**src/core/kh_pkg.sv**
```systemverilog
// Purpose: shared constants and types of the management keyhole bridge
// Assumes: 32-bit data, 10-bit link and management addresses
// Notes: bit numbers here are LSB-first; the command word's
//        MSB-first bit 16 is bit 15 here, bit 21 is bit 10
package kh_pkg;
   localparam int DW = 32;
   localparam int LAW = 10;
   localparam int MAW = 10;
   localparam int PAW = 8;
   // link word offsets of the bridge
   localparam logic [LAW-1:0] LK_BASE_DEF = 10'h030;
   localparam logic [LAW-1:0] OFS_DATA = 10'h001;
   localparam logic [LAW-1:0] OFS_CMD = 10'h002;
   localparam logic [LAW-1:0] OFS_RDY = 10'h003;
   // command word layout
   localparam int CMD_WR_BIT = 15;
   localparam int CMD_PCS_BIT = 10;
   // management space addresses
   localparam logic [MAW-1:0] MGMT_CFG_ADDR = 10'h340;
   localparam logic [MAW-1:0] MIIM_WDATA_ADDR = 10'h3B0;
   localparam logic [MAW-1:0] MIIM_ADDR_ADDR = 10'h3B4;
   // pcs selector layout
   localparam int SEL_PHY_LSB = 5;
   localparam int SEL_REG_LSB = 0;
   localparam int SEL_FW = 5;
   localparam int SEL_W = 10;
   // ready status bits, both ready out of reset
   localparam int RDY_RD_BIT = 1;
   localparam int RDY_WR_BIT = 2;
   localparam logic RDY_RESET = 1'b1;
   localparam logic [DW-1:0] CFG_WORD_DEF = 32'h00000034;
   // controller apb map
   localparam logic [PAW-1:0] A_CTRL = 8'h00;
   localparam logic [PAW-1:0] A_TADDR = 8'h04;
   localparam logic [PAW-1:0] A_SEL = 8'h08;
   localparam logic [PAW-1:0] A_WDATA = 8'h0C;
   localparam logic [PAW-1:0] A_RDATA = 8'h10;
   localparam logic [PAW-1:0] A_STATUS = 8'h14;
   localparam logic [PAW-1:0] A_CFGW = 8'h18;
   localparam int ST_BUSY_BIT = 0;
   localparam int ST_DONE_BIT = 1;
   localparam int ST_CFG_BIT = 2;
   localparam int OPW = 2;
   localparam logic [OPW-1:0] OP_MAC_WR = 2'h0;
   localparam logic [OPW-1:0] OP_MAC_RD = 2'h1;
   localparam logic [OPW-1:0] OP_PCS_WR = 2'h2;
   localparam logic [OPW-1:0] OP_PCS_RD = 2'h3;
   localparam int STEPW = 3;
   typedef enum logic [2:0] {
      STP_DATA_WR, STP_CMD_WR, STP_DATA_RD, STP_POLL_WR, STP_POLL_RD, STP_END
   } kh_step_t;
   typedef enum logic [1:0] {HS_IDLE, HS_ISSUE, HS_WAIT} kh_hst_t;
endpackage

```
**src/core/kh_link_if.sv**
```systemverilog
// Purpose: control link between controller and bridge
// Assumes: both ends on ref_clk; req held until a one-cycle ack
// Notes: rdata valid in the ack cycle only
`timescale 1ns/1ps
interface kh_link_if;
   logic req;
   logic wr;
   logic [kh_pkg::LAW-1:0] addr;
   logic [kh_pkg::DW-1:0] wdata;
   logic [kh_pkg::DW-1:0] rdata;
   logic ack;
   modport dev (input req, input wr, input addr, input wdata,
      output rdata, output ack);
   modport host (output req, output wr, output addr, output wdata,
      input rdata, input ack);
endinterface

```
**src/core/kh_ctrl_host.sv**
```systemverilog
// Purpose: controller that drives the keyhole bridge on software's order
// Assumes: apb master per the usual two-phase protocol
// Notes: pready answers in the second access cycle; orders written while
//        busy are dropped, so poll busy before writing ctrl
//
// Function
// load data hold, then command with address
// command bit 16 set, 21 clear writes
// poll ready after write, optional
// pcs write: data, 3B0, selector, 3B4
// selector is phy address above register number
// config word written before any pcs access
// mac read: command with both bits clear
// reading data hold starts the direct read
// pcs read: selector, 3B4, poll, read data
// ready bit marks pcs read result present
// data hold at base+1, command base+2
// phy and register fields of selector
// ready bit cleared at start, set after
// read value held until next write
`timescale 1ns/1ps
module kh_ctrl_host
   import kh_pkg::*;
#(
   parameter logic [kh_pkg::LAW-1:0] LINK_BASE = kh_pkg::LK_BASE_DEF
) (
   input wire logic ref_clk,
   input wire logic nrst,
   input wire logic psel,
   input wire logic penable,
   input wire logic pwrite,
   input wire logic [kh_pkg::PAW-1:0] paddr,
   input wire logic [kh_pkg::DW-1:0] pwdata,
   output logic [kh_pkg::DW-1:0] prdata,
   output logic pready,
   output logic pslverr,
   kh_link_if.host lk
);
   logic [DW-1:0] wdata_reg, cfg_word, rd_result;
   logic [MAW-1:0] taddr;
   logic [SEL_FW-1:0] phy_select, reg_num;
   logic [SEL_W-1:0] sel_word;
   logic [OPW-1:0] op;
   logic [STEPW-1:0] step;
   logic busy, done, cfg_done, cfg_phase;
   logic apb_we, apb_re, wr_ctrl, clr_done, end_set, mapped;
   logic lk_req, lk_wr;
   logic [LAW-1:0] lk_addr;
   logic [DW-1:0] lk_wdata;
   kh_hst_t state;
   kh_step_t step_kind;
   logic [DW-1:0] step_val;

   function automatic logic [DW-1:0] cmd_word(input logic [MAW-1:0] a,
      input logic w);
      logic [DW-1:0] v;
      v = '0;
      v[MAW-1:0] = a;
      v[CMD_WR_BIT] = w;
      return v;
   endfunction

   //////////////////////////////////////////////////////////////////////
   assign lk.req = lk_req;
   assign lk.wr = lk_wr;
   assign lk.addr = lk_addr;
   assign lk.wdata = lk_wdata;
   assign apb_we = psel & penable & pready & pwrite;
   assign apb_re = psel & penable & !pready & !pwrite;
   assign wr_ctrl = apb_we & paddr == A_CTRL;
   assign clr_done = apb_we & paddr == A_STATUS & pwdata[ST_DONE_BIT];
   assign end_set = state == HS_ISSUE & step_kind == STP_END & !cfg_phase;
   assign mapped = paddr == A_CTRL | paddr == A_TADDR | paddr == A_SEL
      | paddr == A_WDATA | paddr == A_RDATA | paddr == A_STATUS
      | paddr == A_CFGW;

   always_comb begin
      sel_word = '0;
      sel_word[SEL_PHY_LSB +: SEL_FW] = phy_select;
      sel_word[SEL_REG_LSB +: SEL_FW] = reg_num;
   end

   // step table of each order; the config prefix runs first
   always_comb begin
      step_kind = STP_END;
      step_val = '0;
      if (cfg_phase) begin
         case (step)
            3'h0: begin
               step_kind = STP_DATA_WR;
               step_val = cfg_word;
            end
            3'h1: begin
               step_kind = STP_CMD_WR;
               step_val = cmd_word(MGMT_CFG_ADDR, 1'b1);
            end
            3'h2: step_kind = STP_POLL_WR;
            default: step_kind = STP_END;
         endcase
      end else begin
         case ({op, step})
            {OP_MAC_WR, 3'h0}: begin
               step_kind = STP_DATA_WR;
               step_val = wdata_reg;
            end
            {OP_MAC_WR, 3'h1}: begin
               step_kind = STP_CMD_WR;
               step_val = cmd_word(taddr, 1'b1);
            end
            {OP_MAC_WR, 3'h2}: step_kind = STP_POLL_WR;
            {OP_MAC_RD, 3'h0}: begin
               step_kind = STP_CMD_WR;
               step_val = cmd_word(taddr, 1'b0);
            end
            {OP_MAC_RD, 3'h1}: step_kind = STP_DATA_RD;
            {OP_PCS_WR, 3'h0}: begin
               step_kind = STP_DATA_WR;
               step_val = wdata_reg;
            end
            {OP_PCS_WR, 3'h1}: begin
               step_kind = STP_CMD_WR;
               step_val = cmd_word(MIIM_WDATA_ADDR, 1'b1);
            end
            {OP_PCS_WR, 3'h2}: begin
               step_kind = STP_DATA_WR;
               step_val = {{(DW-SEL_W){1'b0}}, sel_word};
            end
            {OP_PCS_WR, 3'h3}: begin
               step_kind = STP_CMD_WR;
               step_val = cmd_word(MIIM_ADDR_ADDR, 1'b1);
            end
            {OP_PCS_WR, 3'h4}: step_kind = STP_POLL_WR;
            {OP_PCS_RD, 3'h0}: begin
               step_kind = STP_DATA_WR;
               step_val = {{(DW-SEL_W){1'b0}}, sel_word};
            end
            {OP_PCS_RD, 3'h1}: begin
               step_kind = STP_CMD_WR;
               step_val = cmd_word(MIIM_ADDR_ADDR, 1'b0);
            end
            {OP_PCS_RD, 3'h2}: step_kind = STP_POLL_RD;
            {OP_PCS_RD, 3'h3}: step_kind = STP_DATA_RD;
            default: step_kind = STP_END;
         endcase
      end
   end

   //////////////////////////////////////////////////////////////////////
   // apb slave
   always_ff @(posedge ref_clk) begin
      if (!nrst) begin
         pready <= 1'b0;
         pslverr <= 1'b0;
         prdata <= '0;
      end else begin
         pready <= psel & penable & !pready;
         pslverr <= psel & penable & !pready & !mapped;
         prdata <= '0;
         if (apb_re) begin
            case (paddr)
               A_CTRL: prdata <= {{(DW-OPW){1'b0}}, op};
               A_TADDR: prdata <= {{(DW-MAW){1'b0}}, taddr};
               A_SEL: prdata <= {{(DW-SEL_W){1'b0}}, sel_word};
               A_WDATA: prdata <= wdata_reg;
               A_RDATA: prdata <= rd_result;
               A_STATUS: begin
                  prdata[ST_BUSY_BIT] <= busy;
                  prdata[ST_DONE_BIT] <= done;
                  prdata[ST_CFG_BIT] <= cfg_done;
               end
               A_CFGW: prdata <= cfg_word;
               default: prdata <= '0;
            endcase
         end
      end
   end

   // parameter registers, frozen while an order runs
   always_ff @(posedge ref_clk) begin
      if (!nrst) begin
         taddr <= '0;
         phy_select <= '0;
         reg_num <= '0;
         wdata_reg <= '0;
         cfg_word <= CFG_WORD_DEF;
      end else if (apb_we & !busy) begin
         case (paddr)
            A_TADDR: taddr <= pwdata[MAW-1:0];
            A_SEL: begin
               phy_select <= pwdata[SEL_PHY_LSB +: SEL_FW];
               reg_num <= pwdata[SEL_REG_LSB +: SEL_FW];
            end
            A_WDATA: wdata_reg <= pwdata;
            A_CFGW: cfg_word <= pwdata;
            default: ;
         endcase
      end
   end

   //////////////////////////////////////////////////////////////////////
   // sequencer over the link
   always_ff @(posedge ref_clk) begin
      if (!nrst) begin
         state <= HS_IDLE;
         op <= OP_MAC_WR;
         step <= '0;
         busy <= 1'b0;
         cfg_done <= 1'b0;
         cfg_phase <= 1'b0;
         rd_result <= '0;
         lk_req <= 1'b0;
         lk_wr <= 1'b0;
         lk_addr <= '0;
         lk_wdata <= '0;
      end else begin
         case (state)
            HS_IDLE: begin
               if (wr_ctrl) begin
                  op <= pwdata[OPW-1:0];
                  step <= '0;
                  busy <= 1'b1;
                  // pcs access only after the config word went out
                  cfg_phase <= pwdata[OPW-1] & !cfg_done;
                  state <= HS_ISSUE;
               end
            end
            HS_ISSUE: begin
               if (step_kind == STP_END) begin
                  step <= '0;
                  if (cfg_phase) begin
                     cfg_phase <= 1'b0;
                     cfg_done <= 1'b1;
                  end else begin
                     busy <= 1'b0;
                     state <= HS_IDLE;
                  end
               end else begin
                  lk_req <= 1'b1;
                  lk_wr <= step_kind == STP_DATA_WR
                     | step_kind == STP_CMD_WR;
                  if (step_kind == STP_CMD_WR) begin
                     lk_addr <= LINK_BASE + OFS_CMD;
                  end else if (step_kind == STP_POLL_WR
                     | step_kind == STP_POLL_RD) begin
                     lk_addr <= LINK_BASE + OFS_RDY;
                  end else begin
                     lk_addr <= LINK_BASE + OFS_DATA;
                  end
                  lk_wdata <= step_val;
                  state <= HS_WAIT;
               end
            end
            HS_WAIT: begin
               if (lk.ack) begin
                  lk_req <= 1'b0;
                  state <= HS_ISSUE;
                  case (step_kind)
                     STP_POLL_WR: begin
                        if (lk.rdata[RDY_WR_BIT]) begin
                           step <= step + 1'b1;
                        end
                     end
                     STP_POLL_RD: begin
                        if (lk.rdata[RDY_RD_BIT]) begin
                           step <= step + 1'b1;
                        end
                     end
                     STP_DATA_RD: begin
                        rd_result <= lk.rdata;
                        step <= step + 1'b1;
                     end
                     default: step <= step + 1'b1;
                  endcase
               end
            end
            default: state <= HS_IDLE;
         endcase
      end
   end

   // sticky done: completion wins over a same-cycle clear
   always_ff @(posedge ref_clk) begin
      if (!nrst) begin
         done <= 1'b0;
      end else begin
         done <= end_set | (done & !clr_done);
      end
   end
endmodule

```
**src/flat_wrapper.sv**
```systemverilog
// flat-port wrapper written by rule: the top's interface ports become plain ports
module kh_ctrl_host_flat import kh_pkg::*;
#(
   parameter logic [kh_pkg::LAW-1:0] LINK_BASE = kh_pkg::LK_BASE_DEF
)
  (ref_clk, nrst, psel, penable, pwrite, paddr, pwdata, prdata, pready, pslverr, lk_req, lk_wr, lk_addr, lk_wdata, lk_rdata, lk_ack);
  kh_link_if lk_i ();
  input wire logic ref_clk;
  input wire logic nrst;
  input wire logic psel;
  input wire logic penable;
  input wire logic pwrite;
  input wire logic [kh_pkg::PAW-1:0] paddr;
  input wire logic [kh_pkg::DW-1:0] pwdata;
  output logic [kh_pkg::DW-1:0] prdata;
  output logic pready;
  output logic pslverr;
  output wire logic [$bits(lk_i.req)-1:0] lk_req;
  output wire logic [$bits(lk_i.wr)-1:0] lk_wr;
  output wire logic [$bits(lk_i.addr)-1:0] lk_addr;
  output wire logic [$bits(lk_i.wdata)-1:0] lk_wdata;
  input wire logic [$bits(lk_i.rdata)-1:0] lk_rdata;
  input wire logic [$bits(lk_i.ack)-1:0] lk_ack;
  assign lk_req = lk_i.req;
  assign lk_wr = lk_i.wr;
  assign lk_addr = lk_i.addr;
  assign lk_wdata = lk_i.wdata;
  assign lk_i.rdata = lk_rdata;
  assign lk_i.ack = lk_ack;
  kh_ctrl_host #(.LINK_BASE(LINK_BASE)) u_core (.ref_clk(ref_clk), .nrst(nrst), .psel(psel), .penable(penable), .pwrite(pwrite), .paddr(paddr), .pwdata(pwdata), .prdata(prdata), .pready(pready), .pslverr(pslverr), .lk(lk_i));
endmodule
```
**config.mk**
```make
export PLATFORM = sky130hd
export DESIGN_NAME = kh_ctrl_host_flat
export DESIGN_NICKNAME = d
export VERILOG_FILES = /design/src/core/kh_pkg.sv /design/src/core/kh_link_if.sv /design/src/core/kh_ctrl_host.sv /design/src/flat_wrapper.sv
export SDC_FILE = /design/constraint.sdc
export NUM_CORES = 1
export LEC_CHECK = 0
export BUFFER_PORTS_ARGS = -buffer_cell sky130_fd_sc_hd__buf_2
export CORE_MARGIN = 1.5
export CORE_UTILIZATION = 40
export DETAILED_ROUTE_END_ITERATION = 10
export PLACE_DENSITY = 0.59
export SLEW_MARGIN = 20
export SYNTH_ARGS = -nofsm -noshare
export SYNTH_HDL_FRONTEND = slang
export SYNTH_SLANG_ARGS = --single-unit
```
**constraint.sdc**
```tcl
create_clock -name ref_clk -period 5.1 [get_ports ref_clk]
set_clock_uncertainty 0.1 [all_clocks]
set_input_delay 0.51 -clock ref_clk [delete_from_list [all_inputs] [get_ports ref_clk]]
set_output_delay 0.51 -clock ref_clk [all_outputs]
set_load 0.005 [all_outputs]
```
==> results.md <==
- Status: finished, final reports clean
- Number of flops mapped to enable cells by yosys: 0
- Top Usage Layer GRT: met2
- Clk root buf: clkbuf_16
- Crit path max fanout: 17
- Max cap viols: 0
- Cells after Synth: ~1000
- Peak VDD IR: about 220 µV
- Peak Freq: approximately 280 MHz
- Area growth, synth to finish: 16.8%
- Vias per inst: about 5.5
- GRT met3 Usage: 0.0392
- Via count: a little under 8000
- Setup Viol. Count Final: 0
- Sequential Power Share: 0.505
- Wire length per cell: approximately 18 µm
- DRC Markers: 0
- Worst hold path type: primary input to register
- Synth unique cells: 65
- Cts hold-fix bufs: 0
- Die area: 22800 µm²
- Power per Cell Area: between 300 and 400 nW/µm²
- CTS tree: done
- Sequential area share after synthesis: 0.453
- Fin Setup TNS: 0 ps
- Final hold viol count: 0
- Ys async rst share: 0
- PortBufs: 149
- Startpoint Class: register
- Max Buffers Root-to-Sink: 2
- Initial antenna violation count: 0
- Slew Limit Fails: 0
- Logic pwr share: 0.058
- Post-route ant nets: 0
- Reg area: 3960 µm²
- Aggregate global routing overflow: 0
- Sw power: approximately 0.76 mW
- CP Class: register to register
- Fin crit share: 0.712
- Vias in the first global route: between 7000 and 8000
- Slew margin rel.: 0.343
- I/O pins: roughly 160
- Leak Pwr: approximately 4.2 nW
- Sw Share: 0.248
- Slew @ Worst Pin: a little under 1000 ps
- Post-cts gate resize count: 0
- Clock Latency Late Sink: ~440 ps
- H-tree Lvls: 4
- Global-route wire length before repair: between 40 and 50 mm
- Detailed Route WL: between 20 and 30 mm
- Crit path time final: 3630 ps
- # diodes: 0
- FILL cells: approximately 2100
- Met2 Track Usage GR: 0.367
- CTS clock-pin slew for the worst setup and hold paths: approximately 80 ps
- Die Width: ~150 µm
- Most frequent cells in the layout: 198 x dfxtp_1, 158 x nand2_1, 149 x buf_2, 140 x a21oi_1, 125 x nor2_1
- Gr usage total: 0.233
- Iteration-0 DRC Markers: between 500 and 600
- Synthesized area: a little under 9000 µm²
- YS warnings: 0
- Clock network fraction of total power: 0.438
- Clock sink count: approximately 200
- Share of post-route cells with drive strength above 1: 0.197
- Nets: ~1200
- Mean Syn Cell Area: between 8 and 9 µm²
- Die Y: 151 µm
- GRT met1 Usage: 0.330
- Initial DRT Pass Iterations: 7
- Area of the multi-input gates: around 4400 µm²
- Primary FF master, synth: dfxtp_1
- Arr. time, crit path: between 3000 and 4000 ps
- Most common cell after layout, fill and taps aside: dfxtp_1
- Starting density of the core: 0.412
- Post-CTS Setup Repair Bufs: 0
- Post-synthesis register bit count: slightly below 200
- RSZ-0062 raised after global routing: false
- Int Power: between 2 and 2.5 mW
- Critical Path RT: around 5300 ps
- Number of cell rows: 53
- Largest net degree at the start of global routing: 95
- Critical path capture point type: register
- GPL Wtd Cong: 0.994
- Core Region: between 20000 and 25000 µm²
- Post-route total power: a little over 3 mW
- DP HPWL: between 15 and 20 mm
- TritonCTS buffer count: 17
[critical path, cell delays in order, from the launching register on]
cell	delay, ps
dfxtp_1	430
inv_1	100
ha_1	390
and4bb_1	320
a311oi_4	350
a41oi_2	270
o2111ai_4	790
buf_4	440
mux2i_1	230
nor2_1	50
[power groups by stage]
stage / clock network, mW / registers, mW / logic (mW)
detailed placement: 0 / 1.58 / 0.174
floorplan: 0 / 1.58 / 0.101
global placement: 0 / 1.58 / 0.175
finish: 1.34 / 1.55 / 0.177
CTS: 1.36 / 1.55 / 0.175
global route: 1.43 / 1.55 / 0.189
[through the flow]
stage	instances	util	setup WS [ps]	hold WS, ps	area (µm²)
finish	1420	0.481	1470	195	10200
global route	1420	0.481	1220	187	10200
CTS	1420	0.481	1480	182	10200
detailed placement	1388	0.454	1480	353	9620
global placement	1388	0.454	1610	347	9620
floorplan	1034	-	2620	334	8760
[path summary, 6_finish.rpt]
path,start,endpoint,slack [ps],cells past startpoint
worst max-delay path,u_core.step[0],u_core.rd_result[5],1470,9
worst min-delay path,lk_rdata[10],u_core.rd_result[10],190,3
worst max register to register,u_core.step[0],u_core.rd_result[5],1470,9
worst min register to register,u_core.done,u_core.done,370,2
[routing by layer]
layer,vias to the layer above,share of wire,wire length (µm)
li1,3808,-,-
met1,3710,0.47,12100
met2,291,0.46,11800
met3,25,0.063,1640
met4,0,0.014,369
met5,-,0,0
[cells by family (layout without fill, tap and decap cells)]
group | after synthesis | count (layout) | share of synthesized area
compound gates | 272 | 272 | 0.203
fa+ha+maj | 4 | 4 | 0.00572
buf+inv | 102 | 213 | 0.0519
flops | 198 | 198 | 0.453
mux | 99 | 99 | 0.115
other cells | 1 | 6 | 0.000429
simple gates | 353 | 353 | 0.172
[layout make-up]
class                      instances  area share
inverter                          13     0.00502
clock inverter                    14      0.0145
sequential                       198       0.388
multi-input combinational        734       0.429
timing repair buffer             168      0.0870
clock buffer                      18      0.0430
tap                              275      0.0337
[synthesized netlist by cell type (9+ instances only)]
cell type	count	area, µm²
nand2_1	158	593
buf_4	11	82.6
clkbuf_1	65	244
nor3_1	10	50.1
a22oi_1	36	270
mux2_2	9	101
nor2_1	127	477
dfxtp_1	198	3960
mux2i_1	90	901
inv_1	13	48.8
a21oi_1	140	701
nand3_1	16	80.1
a211oi_1	31	233
a221oi_1	11	96.3
Power figures use the tool's default switching activity.
